<file path="src/inc/aivf_pkg.sv">
// constants, record layout and carrier structs of the analog value formatter
//
// Overview of operation
// [RULE_01] reference pair uses both channels, value in first
// [RULE_02] second channel of reference pair reads 7FFFh
// [RULE_03] compensated thermocouples use reference; break gives 7FFFh
// [RULE_04] bit 15 is the sign flag
// [RULE_05] 10Hz: 14 bits plus sign, bit 0 zero
// [RULE_06] 50/60Hz: 12 bits plus sign, bits 2:0 zero
// [RULE_07] 400Hz: 9 bits plus sign, bits 5:0 zero
// [RULE_08] temperatures are never truncated
// [RULE_09] above overdrive end outputs 7FFFh
// [RULE_10] below underdrive end outputs 8000h
// [RULE_11] power-on: +/-10V, 50Hz, diagnostics off
// [RULE_12] 16-byte record; two-channel variant uses pair 0/1 only
// [RULE_13] controller sends parameters on stop to run
// [RULE_14] runtime calls may rewrite only the second record
// [RULE_15] first record byte 0: group diagnosis enables
// [RULE_16] first record byte 1: wire-break test enables
// [RULE_17] limit process interrupt on channels 0 and 2
// [RULE_18] per-pair diagnosis on break or range overflow
// [RULE_19] second record byte 1: two-bit frequency codes
// [RULE_20] second record byte 0: interrupt enables bits 6,7
// [RULE_21] saturation applied before low-bit truncation
package aivf_pkg;
    // word format
    localparam logic [15:0] SAT_POS = 16'h7FFF;
    localparam logic [15:0] SAT_NEG = 16'h8000;
    localparam int SIGN_BIT = 15;
    // frequency codes and their low-bit masks
    localparam logic [1:0] FREQ_400 = 2'h0;
    localparam logic [1:0] FREQ_60 = 2'h1;
    localparam logic [1:0] FREQ_50 = 2'h2;
    localparam logic [1:0] FREQ_10 = 2'h3;
    localparam logic [15:0] MASK_10 = 16'hFFFE;
    localparam logic [15:0] MASK_50 = 16'hFFF8;
    localparam logic [15:0] MASK_400 = 16'hFFC0;
    // record sizes and byte indices
    localparam int REC0_BYTES = 2;
    localparam int REC1_BYTES = 14;
    localparam logic [3:0] IDX_GRP = 4'h0;
    localparam logic [3:0] IDX_WB = 4'h1;
    localparam logic [3:0] IDX_IRQ = 4'h0;
    localparam logic [3:0] IDX_FREQ = 4'h1;
    localparam logic [3:0] IDX_MODE0 = 4'h2;
    localparam logic [3:0] IDX_UP0 = 4'h6;
    localparam logic [3:0] IDX_LO0 = 4'h8;
    localparam logic [3:0] IDX_UP2 = 4'hA;
    localparam logic [3:0] IDX_LO2 = 4'hC;
    localparam int MAX_PAIRS = 4;
    localparam int DIAG_IRQ_BIT = 6;
    localparam int PROC_IRQ_BIT = 7;
    localparam logic [7:0] RESERVED_MASK = 8'hF0;
    // reset values of the records
    localparam logic [7:0] RST_REC0 = 8'h00;
    localparam logic [111:0] RST_REC1 =
        112'h0080_FF7F_0080_FF7F_1919_1919_AA00;
    // measuring type codes (upper nibble of a mode byte)
    localparam logic [3:0] MT_VOLT = 4'h1;
    localparam logic [3:0] MT_CUR4 = 4'h2;
    localparam logic [3:0] MT_CUR2 = 4'h3;
    localparam logic [3:0] MT_RES = 4'h4;
    localparam logic [3:0] MT_RTD = 4'h8;
    localparam logic [3:0] MT_TC_EXT = 4'hB;
    localparam logic [3:0] MT_REFJ = 4'hF;
    // read-back selectors
    localparam logic [1:0] RD_REC0 = 2'h0;
    localparam logic [1:0] RD_REC1 = 2'h1;
    localparam logic [1:0] RD_STAT = 2'h2;

    // one raw conversion result from the front end
    typedef struct packed {
        logic [2:0] chan;
        logic [15:0] value;
        logic over;
        logic under;
        logic wire_break;
    } aivf_raw_s;

    // complete state of the formatter
    typedef struct packed {
        logic [1:0][7:0] rec0;
        logic [13:0][7:0] rec1;
        logic [15:0] refj;
        logic out_valid;
        logic [2:0] out_chan;
        logic [15:0] out_value;
        logic proc_irq;
        logic diag_irq;
        logic [3:0] diag_flags;
        logic [7:0] rd_data;
    } aivf_state_s;
endpackage

</file>
<file path="src/verilog/aivf_top.sv">
// analog input value formatter with its input fifo
`timescale 1ns/1ps
`default_nettype none

module aivf_fifo #(
    parameter int W = 22,
    parameter int DEPTH = 32
) (
    input wire logic clock,           // system clock
    input wire logic rst_n,           // synchronised reset, active low
    input wire logic in_valid,        // writer offers a word
    output logic in_ready,            // space free, from a flop
    input wire logic [W-1:0] in_data, // word written
    output logic out_valid,           // word available, from a flop
    input wire logic out_ready,       // reader takes the word
    output logic [W-1:0] out_data     // word at the head
);
    localparam int AW = $clog2(DEPTH);
    localparam int CW = AW + 1;

    typedef struct packed {
        logic [AW-1:0] wptr;
        logic [AW-1:0] rptr;
        logic [CW-1:0] count;
        logic room;
        logic valid;
    } aivf_fifo_state_s;
    // ready must show as soon as reset lets go, so room resets high
    localparam aivf_fifo_state_s ST_RST = '{room: 1'b1, default: '0};

    aivf_fifo_state_s st_r;
    aivf_fifo_state_s st_nxt;
    logic [W-1:0] mem [DEPTH];
    logic push;
    logic pop;

    assign push = in_valid && st_r.room;
    assign pop = st_r.valid && out_ready;
    assign in_ready = st_r.room;
    assign out_valid = st_r.valid;
    assign out_data = mem[st_r.rptr];

    // pointer and fill bookkeeping; room is its own flop so ready is clean
    always_comb begin
        st_nxt = st_r;
        st_nxt.wptr = st_r.wptr + AW'(push);
        st_nxt.rptr = st_r.rptr + AW'(pop);
        st_nxt.count = st_r.count + CW'(push) - CW'(pop);
        st_nxt.room = (st_nxt.count != CW'(DEPTH));
        st_nxt.valid = (st_nxt.count != '0);
    end

    always_ff @(posedge clock or negedge rst_n) begin
        if (!rst_n) begin
            st_r <= ST_RST;
        end else begin
            st_r <= st_nxt;
        end
    end

    // storage has no reset; only words below count are ever read
    always_ff @(posedge clock) begin
        if (push) begin
            mem[st_r.wptr] <= in_data;
        end
    end
endmodule

module aivf_top #(
    parameter int NUM_PAIRS = 4,   // 4 for eight channels, 1 for two
    parameter int FIFO_DEPTH = 32  // power of two
) (
    input wire logic clock,              // 250 MHz system clock
    input wire logic nrst,               // asynchronous reset, active low
    input wire logic prm_wr,             // parameter byte write strobe
    input wire logic prm_set,            // 0 first record, 1 second
    input wire logic prm_runtime,        // write comes from runtime call
    input wire logic [3:0] prm_idx,      // byte index in the record
    input wire logic [7:0] prm_data,     // parameter byte
    input wire logic [1:0] rd_set,       // read-back selector
    input wire logic [3:0] rd_idx,       // read-back byte index
    output logic [7:0] rd_data,          // read-back byte, next cycle
    input wire logic raw_valid,          // raw result offered
    output logic raw_ready,              // fifo has room
    input wire aivf_pkg::aivf_raw_s raw, // raw result
    output logic out_valid,              // formatted word valid
    input wire logic out_ready,          // consumer takes the word
    output logic [2:0] out_chan,         // channel of the word
    output logic [15:0] out_value,       // formatted signed word
    output logic proc_irq,               // limit interrupt pulse
    output logic diag_irq,               // diagnostic interrupt pulse
    output logic [3:0] diag_flags        // per-pair diagnosis state
);
    localparam logic [7:0] PAIR_MASK = 8'((1 << NUM_PAIRS) - 1);
    localparam logic [7:0] FREQ_MASK = 8'((1 << (2 * NUM_PAIRS)) - 1);
    localparam aivf_pkg::aivf_state_s RST_STATE = '{
        rec0: {aivf_pkg::RST_REC0, aivf_pkg::RST_REC0},
        rec1: aivf_pkg::RST_REC1,
        default: '0
    };

    logic [1:0] rst_sync_r;
    logic rst_n;
    aivf_pkg::aivf_state_s s_r;
    aivf_pkg::aivf_state_s s_nxt;
    logic fifo_valid;
    logic fifo_ready;
    aivf_pkg::aivf_raw_s head;

    // reset released through two flops so release is clock aligned
    always_ff @(posedge clock or negedge nrst) begin
        if (!nrst) begin
            rst_sync_r <= 2'h0;
        end else begin
            rst_sync_r <= {rst_sync_r[0], 1'b1};
        end
    end
    assign rst_n = rst_sync_r[1];

    // buffers bursts from the converter while the consumer stalls
    aivf_fifo #(
        .W($bits(aivf_pkg::aivf_raw_s)),
        .DEPTH(FIFO_DEPTH)
    ) u_fifo (
        .clock(clock),
        .rst_n(rst_n),
        .in_valid(raw_valid),
        .in_ready(raw_ready),
        .in_data(raw),
        .out_valid(fifo_valid),
        .out_ready(fifo_ready),
        .out_data(head)
    );

    assign fifo_ready = !s_r.out_valid || out_ready;

    // measuring type of a pair, from its mode byte
    function automatic logic [3:0] mode_of(
        input aivf_pkg::aivf_state_s s,
        input logic [1:0] pair
    );
        mode_of = s.rec1[aivf_pkg::IDX_MODE0 + 4'(pair)][7:4];
    endfunction

    // temperature types are converted in full format
    function automatic logic is_temp(input logic [3:0] mt);
        is_temp = !(mt == aivf_pkg::MT_VOLT || mt == aivf_pkg::MT_CUR4 ||
                    mt == aivf_pkg::MT_CUR2 || mt == aivf_pkg::MT_RES);
    endfunction

    // mask that clears the low bits at a given interference frequency
    function automatic logic [15:0] trunc_mask(input logic [1:0] fc);
        unique case (fc)
            aivf_pkg::FREQ_10: trunc_mask = aivf_pkg::MASK_10;  // RULE_05
            aivf_pkg::FREQ_50,
            aivf_pkg::FREQ_60: trunc_mask = aivf_pkg::MASK_50;  // RULE_06
            aivf_pkg::FREQ_400: trunc_mask = aivf_pkg::MASK_400; // RULE_07
        endcase
    endfunction

    // signed add that clips to the word limits
    function automatic logic [15:0] sat_add(
        input logic [15:0] a,
        input logic [15:0] b
    );
        logic [16:0] sum;
        sum = {a[15], a} + {b[15], b};
        if (sum[16] != sum[15]) begin
            sat_add = sum[16] ? aivf_pkg::SAT_NEG : aivf_pkg::SAT_POS;
        end else begin
            sat_add = sum[15:0];
        end
    endfunction

    // two-byte limit held high byte first
    function automatic logic [15:0] limit_at(
        input aivf_pkg::aivf_state_s s,
        input logic [3:0] idx
    );
        limit_at = {s.rec1[idx], s.rec1[idx + 4'h1]};
    endfunction

    // parameter writes, read-back and the formatting pipeline
    always_comb begin
        logic [1:0] pair;
        logic [3:0] mt;
        logic [1:0] fc;
        logic [15:0] val;
        logic flag;
        logic [15:0] up;
        logic [15:0] lo;
        pair = head.chan[2:1];
        mt = mode_of(s_r, pair);
        fc = s_r.rec1[aivf_pkg::IDX_FREQ][2 * pair +: 2]; // RULE_19
        val = head.value;
        flag = 1'b0;
        up = '0;
        lo = '0;
        s_nxt = s_r;
        s_nxt.proc_irq = 1'b0;
        s_nxt.diag_irq = 1'b0;

        // first record only from the configuration transfer; runtime
        // calls reach the second record alone
        if (prm_wr && !prm_set && !prm_runtime) begin // RULE_14
            if (prm_idx < 4'(aivf_pkg::REC0_BYTES)) begin
                // reserved and absent pairs read back as zero
                s_nxt.rec0[prm_idx[0]] = prm_data & PAIR_MASK; // RULE_15
            end
        end else if (prm_wr && prm_set) begin
            if (prm_idx == aivf_pkg::IDX_FREQ) begin
                // settings of absent pairs are dropped
                s_nxt.rec1[prm_idx] = (prm_data & FREQ_MASK) |
                    (s_r.rec1[prm_idx] & ~FREQ_MASK); // RULE_12
            end else if (prm_idx >= aivf_pkg::IDX_MODE0 &&
                         prm_idx < aivf_pkg::IDX_UP0) begin
                if (prm_idx - aivf_pkg::IDX_MODE0 < 4'(NUM_PAIRS)) begin
                    s_nxt.rec1[prm_idx] = prm_data; // RULE_12
                end
            end else if (prm_idx < 4'(aivf_pkg::REC1_BYTES)) begin
                s_nxt.rec1[prm_idx] = prm_data; // RULE_20
            end
        end

        // read-back of both records and the diagnosis state
        unique case (rd_set)
            aivf_pkg::RD_REC0: s_nxt.rd_data = s_r.rec0[rd_idx[0]];
            aivf_pkg::RD_REC1: s_nxt.rd_data =
                (rd_idx < 4'(aivf_pkg::REC1_BYTES)) ? s_r.rec1[rd_idx] : '0;
            aivf_pkg::RD_STAT: s_nxt.rd_data = {4'h0, s_r.diag_flags};
            default: s_nxt.rd_data = '0;
        endcase

        if (s_r.out_valid && out_ready) begin
            s_nxt.out_valid = 1'b0;
        end

        if (fifo_valid && fifo_ready) begin
            // saturation is decided first so clipped codes stay whole
            if ((mt == aivf_pkg::MT_RTD || mt == aivf_pkg::MT_REFJ) &&
                head.chan[0]) begin
                val = aivf_pkg::SAT_POS; // RULE_02
            end else if (head.over) begin
                val = aivf_pkg::SAT_POS; // RULE_09 RULE_21
            end else if (head.under) begin
                val = aivf_pkg::SAT_NEG; // RULE_10 RULE_21
            end else if (mt == aivf_pkg::MT_REFJ && head.wire_break) begin
                val = aivf_pkg::SAT_POS; // RULE_03
            end else if (mt == aivf_pkg::MT_TC_EXT) begin
                // a broken reference poisons every compensated channel
                val = (s_r.refj == aivf_pkg::SAT_POS) ? aivf_pkg::SAT_POS :
                      sat_add(head.value, s_r.refj); // RULE_03
            end else if (!is_temp(mt)) begin
                val = head.value & trunc_mask(fc); // RULE_08
            end
            if (mt == aivf_pkg::MT_REFJ && !head.chan[0]) begin
                s_nxt.refj = val; // RULE_01
            end
            s_nxt.out_valid = 1'b1;
            s_nxt.out_chan = head.chan;
            s_nxt.out_value = val; // RULE_04

            // per-pair diagnosis, gated by the first record
            flag = s_r.rec0[aivf_pkg::IDX_GRP][pair] &&
                   (head.over || head.under ||
                    (head.wire_break &&
                     s_r.rec0[aivf_pkg::IDX_WB][pair])); // RULE_16 RULE_18
            s_nxt.diag_flags[pair] = flag; // RULE_15
            s_nxt.diag_irq = flag &&
                s_r.rec1[aivf_pkg::IDX_IRQ][aivf_pkg::DIAG_IRQ_BIT]; // RULE_20

            // limits exist for channels 0 and 2 only
            if (head.chan == 3'h0 || head.chan == 3'h2) begin
                up = limit_at(s_r, head.chan[1] ? aivf_pkg::IDX_UP2 :
                              aivf_pkg::IDX_UP0);
                lo = limit_at(s_r, head.chan[1] ? aivf_pkg::IDX_LO2 :
                              aivf_pkg::IDX_LO0);
                s_nxt.proc_irq =
                    s_r.rec1[aivf_pkg::IDX_IRQ][aivf_pkg::PROC_IRQ_BIT] &&
                    ($signed(val) > $signed(up) ||
                     $signed(val) < $signed(lo)); // RULE_17
            end
        end
    end

    // power-on values: +/-10V, 50Hz, diagnostics and interrupts off
    always_ff @(posedge clock or negedge rst_n) begin
        if (!rst_n) begin
            s_r <= RST_STATE; // RULE_11
        end else begin
            s_r <= s_nxt;
        end
    end

    assign rd_data = s_r.rd_data;
    assign out_valid = s_r.out_valid;
    assign out_chan = s_r.out_chan;
    assign out_value = s_r.out_value;
    assign proc_irq = s_r.proc_irq;
    assign diag_irq = s_r.diag_irq;
    assign diag_flags = s_r.diag_flags;
endmodule

`default_nettype wire

</file>
<file path="config.mk">
export PLATFORM = sky130hd
export DESIGN_NAME = aivf_top
export DESIGN_NICKNAME = d
export VERILOG_FILES = /design/src/inc/aivf_pkg.sv /design/src/verilog/aivf_top.sv
export SDC_FILE = /design/constraint.sdc
export NUM_CORES = 1
export LEC_CHECK = 0
export BUFFER_PORTS_ARGS = -buffer_cell sky130_fd_sc_hd__buf_2
export CORE_MARGIN = 2
export CORE_UTILIZATION = 40
export DETAILED_ROUTE_END_ITERATION = 8
export SLEW_MARGIN = 20
export SYNTH_ARGS = -nofsm -noshare
export SYNTH_HDL_FRONTEND = slang
export SYNTH_SLANG_ARGS = --single-unit
</file>
<file path="constraint.sdc">
create_clock -name clock -period 5.4 [get_ports clock]
set_input_delay 1.08 -clock clock [delete_from_list [all_inputs] [get_ports clock]]
set_output_delay 1.08 -clock clock [all_outputs]
set_load 0.005 [all_outputs]
</file>
## Yosys cells after proc, flatten, opt, wreduce, memory -nomap -nowiden

Memories as Yosys holds them, arrays and structs flattened.
Cells that the tools add are included.

- Add/subtract/negate cells: 9
- Order comparisons: 22
- Bitwise logic cells: 2
- Multiplexer cells: 58
- Shift-type cells: 1
- Equal/unequal tests: 18
- Reduce and logical (&&, ||, !) cells: 40

Operator list:

| operator | number |
|---|---|
| 2-to-1 mux 112 bit | 4 |
| 2-to-1 mux 16 bit | 17 |
| binary-select mux 8 bit (select 4 bit) | 6 |
| bitwise mux 112 bit | 1 |
| 2-to-1 mux 8 bit | 11 |
| case mux 16 bit (3 select lines) | 1 |
| demux 8 bit (select 4 bit) | 1 |
| < comparator 4 x 5 -> 1 bit (second input constant) | 6 |
| 2-to-1 mux 26 bit | 1 |
| case mux 8 bit (3 select lines) | 1 |
| adder 16 x 16 -> 17 bit | 1 |
| logical AND 1 bit | 17 |
| AND 16 bit | 1 |
| bitwise mux 16 bit | 1 |
| equality test 16 x 15 -> 1 bit (second input constant) | 1 |
| > comparator 16 bit | 1 |
| < comparator 16 bit | 1 |
| equality test 4 bit (second input constant) | 3 |
| adder 5 x 1 -> 5 bit | 2 |
| logical OR 1 bit | 9 |
| adder 4 x 1 -> 4 bit (second input constant) | 2 |
| demux 8 bit (select 1 bit) | 1 |
| equality test 4 x 1 -> 1 bit (second input constant) | 2 |
| equality test 4 x 2 -> 1 bit (second input constant) | 2 |
| 39 further kinds | 57 |

- Output and inout port bits: 35
- Register bits: 198
- RAM bits: 704
- Memories: 1

Memories:

| memory | depth | bits a word | read ports | clocked after memory_dff | wr ports | line | text |
|---|---|---|---|---|---|---|---|
| u_fifo.mem | 32 | 22 | 1 | 0 | 1 | aivf_top.sv:33 | `logic [W-1:0] mem [DEPTH];` |

## Longest topological paths before layout

Gate-level depths: netlist of the first run.
An unclocked memory read counts as a cell.

- Depth after elaboration: 28
- Gate-level depth with buffers: 36

## Modules after synthesis

A second synthesis of the first run with hierarchy kept.

- Cells, all modules: 2,169
- Area, all modules: 38,180.4 sq um

Modules (own cells, without submodules):

| module | area each (sq um) | instances | cells each |
|---|---|---|---|
| aivf_fifo | 27,709.1 | 1 | 1,267 |
| aivf_top | 10,471.3 | 1 | 902 |

## Worst setup path before layout of the first run

No wires, ideal clock.

- Path type: register -> register
- From: reg u_fifo.st_r[8] (netlist bit)
- To: reg s_r, in the netlist proc_irq
- Data arrival time: 7.524 ns
- Period minus slack after synthesis: 7.649 ns
- Buffers on the path: 6
- Cell stages (with the launch flop): 34
- Data required time: 5.275 ns
- Setup time: 0.125 ns
- Setup slack: -2.249 ns
- Cell sequence: dfrtp_1 -> buf_2 -> buf_2 -> buf_2 -> buf_2 -> clkbuf_1 -> buf_2 -> mux4_2 -> mux4_2 -> nand2_1 -> nand2_1 -> ha_1 -> a211oi_1 -> o21a_1 -> nor3_1 -> o21ai_0 -> mux2_2 -> nor3_1 -> nor2_1 -> a211oi_1 -> a21oi_1 -> o21ai_1 -> inv_1 -> ha_1 -> a21o_1 -> a21oi_1 -> nor2b_1 -> o21ai_0 -> nand2b_1 -> a221o_1 -> a21oi_1 -> a31oi_1 -> o21ai_0 -> o21ai_1

RTL lines:

| what | line | text |
|---|---|---|
| start: declaration | aivf_top.sv:31 | `aivf_fifo_state_s st_r;` |
| start signal: assignment | aivf_top.sv:57 | `st_r <= st_nxt;` |
| end signal: assignment | aivf_top.sv:291 | `s_r <= s_nxt;` |
| end: declaration | aivf_top.sv:104 | `aivf_pkg::aivf_state_s s_r;` |

==> impl_results.md, run 1 <==
* Initial DRC count at about 1900
* RSZ-0062 raised after global routing: true
* Avg Cell Area, Syn at around 18 µm²
* Final TNS setup at -787 ps
* Final Max Slew Viols at 0
* Min setup slack post-route at -787 ps
* Clock sink total at 894
* Synth-to-Final Area Change at 19.8%
* Post-Syn Area at 0.0383 mm²
* Yosys reg bits at 894
* Met2 routed WL at between 50 and 60 mm
* Worst EP required at just under 6000 ps
* # diodes at 0
* Global-route wire length before repair at between 100 and 150 mm
* Multi-input logic area at 0.0122 mm²
* Most frequent cells in the layout: edfxtp_1, buf_4, mux4_2
* Sequential Area at 0.0260 mm²
* Critical path class: flop to flop
* Fraction of registers with async set or reset after synthesis at approximately a fifth
* Post-CTS Hold Fix Bufs at 0
* Die height at around 310 µm
* WL/cell at about 27 µm
* Max clock buf depth at 3
* Row count at roughly 110
* Vias in the first global route at 21800
* Max-cap violations at 0
* Hold WC Path Type: primary input to asynchronous set/reset pin
* Initial antenna violation count at 3
* Cell family with most CP delay: compound AO/OA/AOI/OAI gates
* Routability Congestion at roughly 0.85
* Overflow after GRT at 0
* Most used DFF post-synth: edfxtp_1
* WL met3 at 4.72 mm
* # setup viols final at 1
* Top Metal Used: met5
* Minimum hold slack at around 190 ps
* Netlist cell types at 74
* Status: complete, but fails checks
* Die Wd at around 310 µm
* Worst IR Drop VDD at ~0.38 mV
* Crit start category: flop
* Most common cell after layout, fill and taps aside: edfxtp_1
* Final min period at 6190 ps
* Static leakage at roughly 16 nW
* DRT antenna net count at 0
* Cells after Synth at around 2100
* Final Cycle Share at 115%
* Clock transition at path regs at 70 ps
* Slew margin rel. at 19.7%
* Starting density of the core at slightly above 40%
* TritonCTS buffer count at 94
* Root Buffer: clkbuf_16
* H-tree levels at 3
* Via density at ~5.6
* CP peak stage delay at 510 ps
* DRC Markers at 0
* Worst path arrival time at between 6000 and 7000 ps
* Gr usage total at 20.4%
* CP bufs+invs at 4
* Crit. End Element: flop
* Finished Core Util at 48.3%
* Via total after detailed routing at approximately 21000
* CTS tree: built
* Clock Latency Late Sink at ~670 ps
* Final net count at roughly 2500
* WL final at 99.9 mm
* Layout fillers at approximately 8000
* Drt first pass iters at 5
* Failing checks: negative setup slack
* CP max stage cell: dfrtp_4
* Ports at 82
* Post-route clock skew at approximately 29 ps
* PwrDens at ~610 mW/mm²
* Final Power at between 20 and 30 mW
* CP Max Fanout at 7
* YS warnings at 0
* Area of the core at ~0.095 mm²
* Metal-1 WL at about 41 mm
* Post-synth EDFFs at 704
* Max Freq at around 160 MHz
* Sequential cell area fraction in the yosys report at around 68%
* Hpwl dp at around 63 mm
* Most frequent CP cell: o21ai_1
* Largest net degree at the start of global routing at between 150 and 200
* IO buf count at 81
* Layout cells sized above 1 at a little over two fifths
* Final Hold Vio Count at 0
* Synth Net Count at around 2200
* Die area at between 0.09 and 0.1 mm²
* Worst-Margin Slew at about 1200 ps
-- per-stage QoR --
stage               cells  area [µm²]  setup slack, ps
finish               3768       45900             -787
floorplan            2098       38700             -758
global placement     3558       42100             -973
detailed placement   3563       42200            -1020
CTS                  3749       45600             -698
global route         3768       45900            -1010
-- Yosys cell counts (all sizes together) (8+ instances only) --
cell type,count,area [µm²]
edfxtp,704,21100
mux4,232,5230
mux2,154,1740
dfrtp,141,3530
nor2,100,383
mux2i,92,946
nand2,91,342
buf,74,435
ha,59,738
clkbuf,56,210
dfstp,49,1290
a21oi,45,229
inv,30,113
o21ai,25,125
nor2b,21,131
nand3,19,95.1
a21o,17,128
xnor2,16,140
nand4,14,93.8
a211oi,13,118
nand2b,13,81.3
o22ai,13,81.3
nand3b,12,93.8
o31ai,11,82.6
o21bai,9,67.6
nor3,8,45.0
-- sequential cells by signal (all words and copies together) (netlist names) --
| signal | flops |
|---|---|
| s_r | 136 |
| u_fifo.st_r | 16 |
| u_fifo.in_ready | 1 |
| diag_flags | 4 |
| proc_irq | 1 |
| rst_sync_r | 2 |
| out_valid | 1 |
| diag_irq | 1 |
| out_value | 16 |
| rd_data | 8 |
| out_chan | 3 |
| u_fifo.out_valid | 1 |
| u_fifo.mem | 704 |
-- kinds of logic (layout without fill, tap and decap cells) --
kind of cell             after synthesis  count (layout)  share of synthesized area, %
AND/OR/NAND/NOR                      316             316                          4.03
other                                  1               1                       0.00979
multiplexers                         478             478                          20.6
XOR/XNOR                              21              21                         0.480
adder cells (fa/ha/maj)               61              61                          2.03
buffers and inverters                161             566                          1.99
flip-flops                           894             894                          67.8
AO/OA/AOI/OAI                        166             166                          3.05
-- power by group --
group          internal (mW)  switching, mW
combinational           6.48           6.51
sequential              8.22          0.346
clock                   3.77           2.69
-- area by class of cell --
cell class / count / area share, %
sequential: 894 / 56.6
multi-input combinational: 1043 / 26.6
inverter: 31 / 0.254
clock buffer: 116 / 5.35
clock inverter: 55 / 1.31
tap: 1265 / 3.45
timing repair buffer: 364 / 6.43
-- worst register-to-register path: cells and delay by family (launching register included) --
kind | cells | cell delay (ps)
multiplexers | 3 | 1250
flip-flops | 1 | 510
adder cells (fa/ha/maj) | 2 | 610
AO/OA/AOI/OAI | 15 | 2150
buffers and inverters | 4 | 600
AND/OR/NAND/NOR | 8 | 950
-- repair_timing --
item,4_1_cts,5_1_grt
buffers inserted,13,18
cloned,2,0
gates resized for setup,44,27
setup endpoints to repair,1,1
pin swaps,19,25
-- path summary, 6_finish.rpt --
kind / end / slack, ps / startpoint / cells past startpoint
max reg2reg: proc_irq / -790 / u_fifo.st_r[8] / 32
max in group asynchronous: rd_data[2] / 4050 / rst_sync_r[1] / 2
min in group clock: rst_sync_r[1] / 350 / rst_sync_r[0] / 0
min reg2reg: out_value[11] / 300 / rst_sync_r[1] / 1
max: proc_irq / -790 / u_fifo.st_r[8] / 32
min: rst_sync_r[1] / 190 / nrst / 1
-- metal layers --
metal,vias up,GRT usage [%]
met2,600,34.8
met5,-,0
met3,173,2.76
li1,9042,-
met1,11200,26.9
met4,4,6.86
(Power assumes the default switching activity.)
==> run 2, diff against run 1 <==
==> constraint.sdc (replaced) <==
create_clock -name clock -period 6.2 [get_ports clock]
set_input_delay 1.24 -clock clock [delete_from_list [all_inputs] [get_ports clock]]
set_output_delay 1.24 -clock clock [all_outputs]
set_load 0.05 [all_outputs]
==> run 2 against run 1 <==
The run still ends with negative setup slack left; critical path depth unchanged; die area unchanged; first-iteration DRC count up 11%; global-route usage about the same; fmax down 0.75%; power down 15%; wire length up 0.19%; critical path type unchanged; largest power group unchanged.
==> impl_results.md, run 2 (synthesized netlist as in run 1, its figures left out) <==
* Status: complete, but fails checks
* Failing checks: negative setup slack
* CTS tree: built
* Final Cell Area at 0.0452 mm² (-1.5%)
* Vias in the first global route at 21400 (-1.9%)
* # setup viols final at 1 (unchanged)
* DRC Markers at 0 (unchanged)
* Critical path class: flop to flop
* Final Max Slew Viols at 0 (unchanged)
* Max-cap violations at 0 (unchanged)
* Most common cell after layout, fill and taps aside: edfxtp_1
* WL/cell at 27.2 µm (+2.5%)
* Die Wd at 313 µm (unchanged)
* Synth-to-Final Area Change at 18.0%
* Hpwl dp at 61.5 mm (-3.1%)
* Max reg flops at 704 (unchanged)
* Via total after detailed routing at 20700 (-1.4%)
* Worst-Margin Slew at 1130 ps (-68.2 ps)
* Gr usage total at 20.3% (-0.049 points)
* Clock Latency Late Sink at 680 ps (about the same)
* Max clock buf depth at 3 (unchanged)
* Overflow after GRT at 0 (unchanged)
* Clock transition at path regs at 60 ps (about the same)
* Die area at 0.0983 mm² (unchanged)
* Worst EP required at 6750 ps (+800 ps)
* CP max stage cell: mux4_2
* Static leakage at 16.0 nW (-2.9%)
* Row count at 113 (unchanged)
* CP Max Fanout at 6 (-1)
* Area of the core at 0.0950 mm² (unchanged)
* Final min period at 6230 ps (+46.9 ps)
* Worst IR Drop VDD at 0.290 mV (-24%)
* Worst slack, placed at -257 ps (+767 ps)
* Starting density of the core at 40.3% (unchanged)
* DRT antenna net count at 0 (unchanged)
* Routability Congestion at 0.854 (+0.76%)
* Clock sink total at 894 (unchanged)
* Largest net degree at the start of global routing at 170 (-10%)
* Crit start category: flop
* Most frequent cells in the layout: edfxtp_1, mux4_2, buf_4
* Max Freq at 160 MHz (-0.75%)
* Post-route clock skew at 27.6 ps (-1.85 ps)
* Via density at 5.62 (+0.86%)
* Initial DRC count at 2081 (+11%)
* Worst path arrival time at 6780 ps (+40 ps)
* TritonCTS buffer count at 94 (unchanged)
* Top Registers: u_fifo.mem: 704 flops, s_r: 136 flops
* Hold WC Path Type: flop to asynchronous set/reset pin
* Min setup slack post-route at -34.1 ps (+753 ps)
* Layout cells sized above 1 at 39.5% (-2.5 points)
* Root Buffer: clkbuf_16
* Final net count at 2448 (-3.5%)
* PwrDens at 529 mW/mm² (-13%)
* Most frequent CP cell: o21ai_1
* Largest Register: u_fifo.mem
* Post-CTS Hold Fix Bufs at 0 (unchanged)
* Placed cell area at 0.0414 mm² (-1.9%)
* Final Cycle Share at 101% (-14 points)
* Ports at 82 (unchanged)
* Initial antenna violation count at 3 (unchanged)
* CP peak stage delay at 520 ps (about the same)
* Final Hold Vio Count at 0 (unchanged)
* Crit. End Element: flop
* IO buf count at 81 (unchanged)
* H-tree levels at 3 (unchanged)
* Slew margin rel. at 24.3% (+4.5 points)
* WL final at 100 mm (+0.19%)
* RSZ-0062 raised after global routing: true
* Die height at 313 µm (unchanged)
* Global-route wire length before repair at 146 mm (-0.82%)
* Drt first pass iters at 7 (+2)
run 2: power breakdown:
part           leakage (nW)  switching, mW  internal (mW)  total [mW]
sequential             8.65          0.341           7.16        7.50
combinational          5.90           5.82           5.17        11.0
clock                  1.44           2.37           3.06        5.42
run 2: worst max-delay path, delay by kind of cell, from the launching register on:
| family | cells | cell delay (ps) |
|---|---|---|
| multiplexers | 3 | 1290 |
| flip-flops | 1 | 510 |
| AO/OA/AOI/OAI | 14 | 2200 |
| adder cells (fa/ha/maj) | 2 | 490 |
| buffers and inverters | 5 | 710 |
| AND/OR/NAND/NOR | 8 | 870 |
run 2: cell type report:
cell class / count / area [µm²]
clock inverters: 54 / 484
repair buffers: 276 / 2370
multi-input cells: 1043 / 12200
inverters: 31 / 116
fillers: 7948 / 49800
flip-flops and latches: 894 / 26000
diodes: 1 / 2.50
clock buffers: 120 / 2480
well taps: 1265 / 1580
run 2: through the flow:
stage,std cells,util (%),TNS [ps],power [mW],hold slack [ps]
6_report,3684,47.6,-34.1,23.9,265
5_1_grt,3684,47.6,-274,25.1,296
4_1_cts,3654,47.0,0,23.5,284
3_5_place_dp,3469,43.6,-257,17.7,276
3_3_place_gp,3466,43.5,-155,17.6,272
2_1_floorplan,2098,-,0,14.1,331
run 2: final timing paths:
| check | startpoint | endpoint | slack (ps) | depth (start not counted) |
|---|---|---|---|---|
| setup / recovery | u_fifo.st_r[8] | proc_irq | -30 | 32 |
| hold / removal | rst_sync_r[1] | u_fifo.st_r[5] | 260 | 0 |
| setup reg to reg | u_fifo.st_r[8] | proc_irq | -30 | 32 |
| hold reg to reg | rst_sync_r[1] | u_fifo.st_r[5] | 260 | 0 |
| max in group asynchronous | rst_sync_r[1] | s_r[80] | 4670 | 1 |
| min in group clock | rst_sync_r[0] | rst_sync_r[1] | 350 | 0 |
run 2: what timing repair did:
action                                  in CTS  in global routing
gates resized for setup                     31                 43
pin swaps                                   12                 27
endpoints found under the setup margin       1                  1
cloned                                       2                  4
setup buffers                                9                 23
run 2: metal layers:
metal | global-route usage (%) | vias to the layer above | routed length [µm]
met2 | 34.2 | 603 | 49800
li1 | - | 8870 | -
met4 | 6.23 | 2 | 2990
met1 | 27.1 | 11000 | 42100
met3 | 3.32 | 168 | 5180
met5 | 0 | - | 11
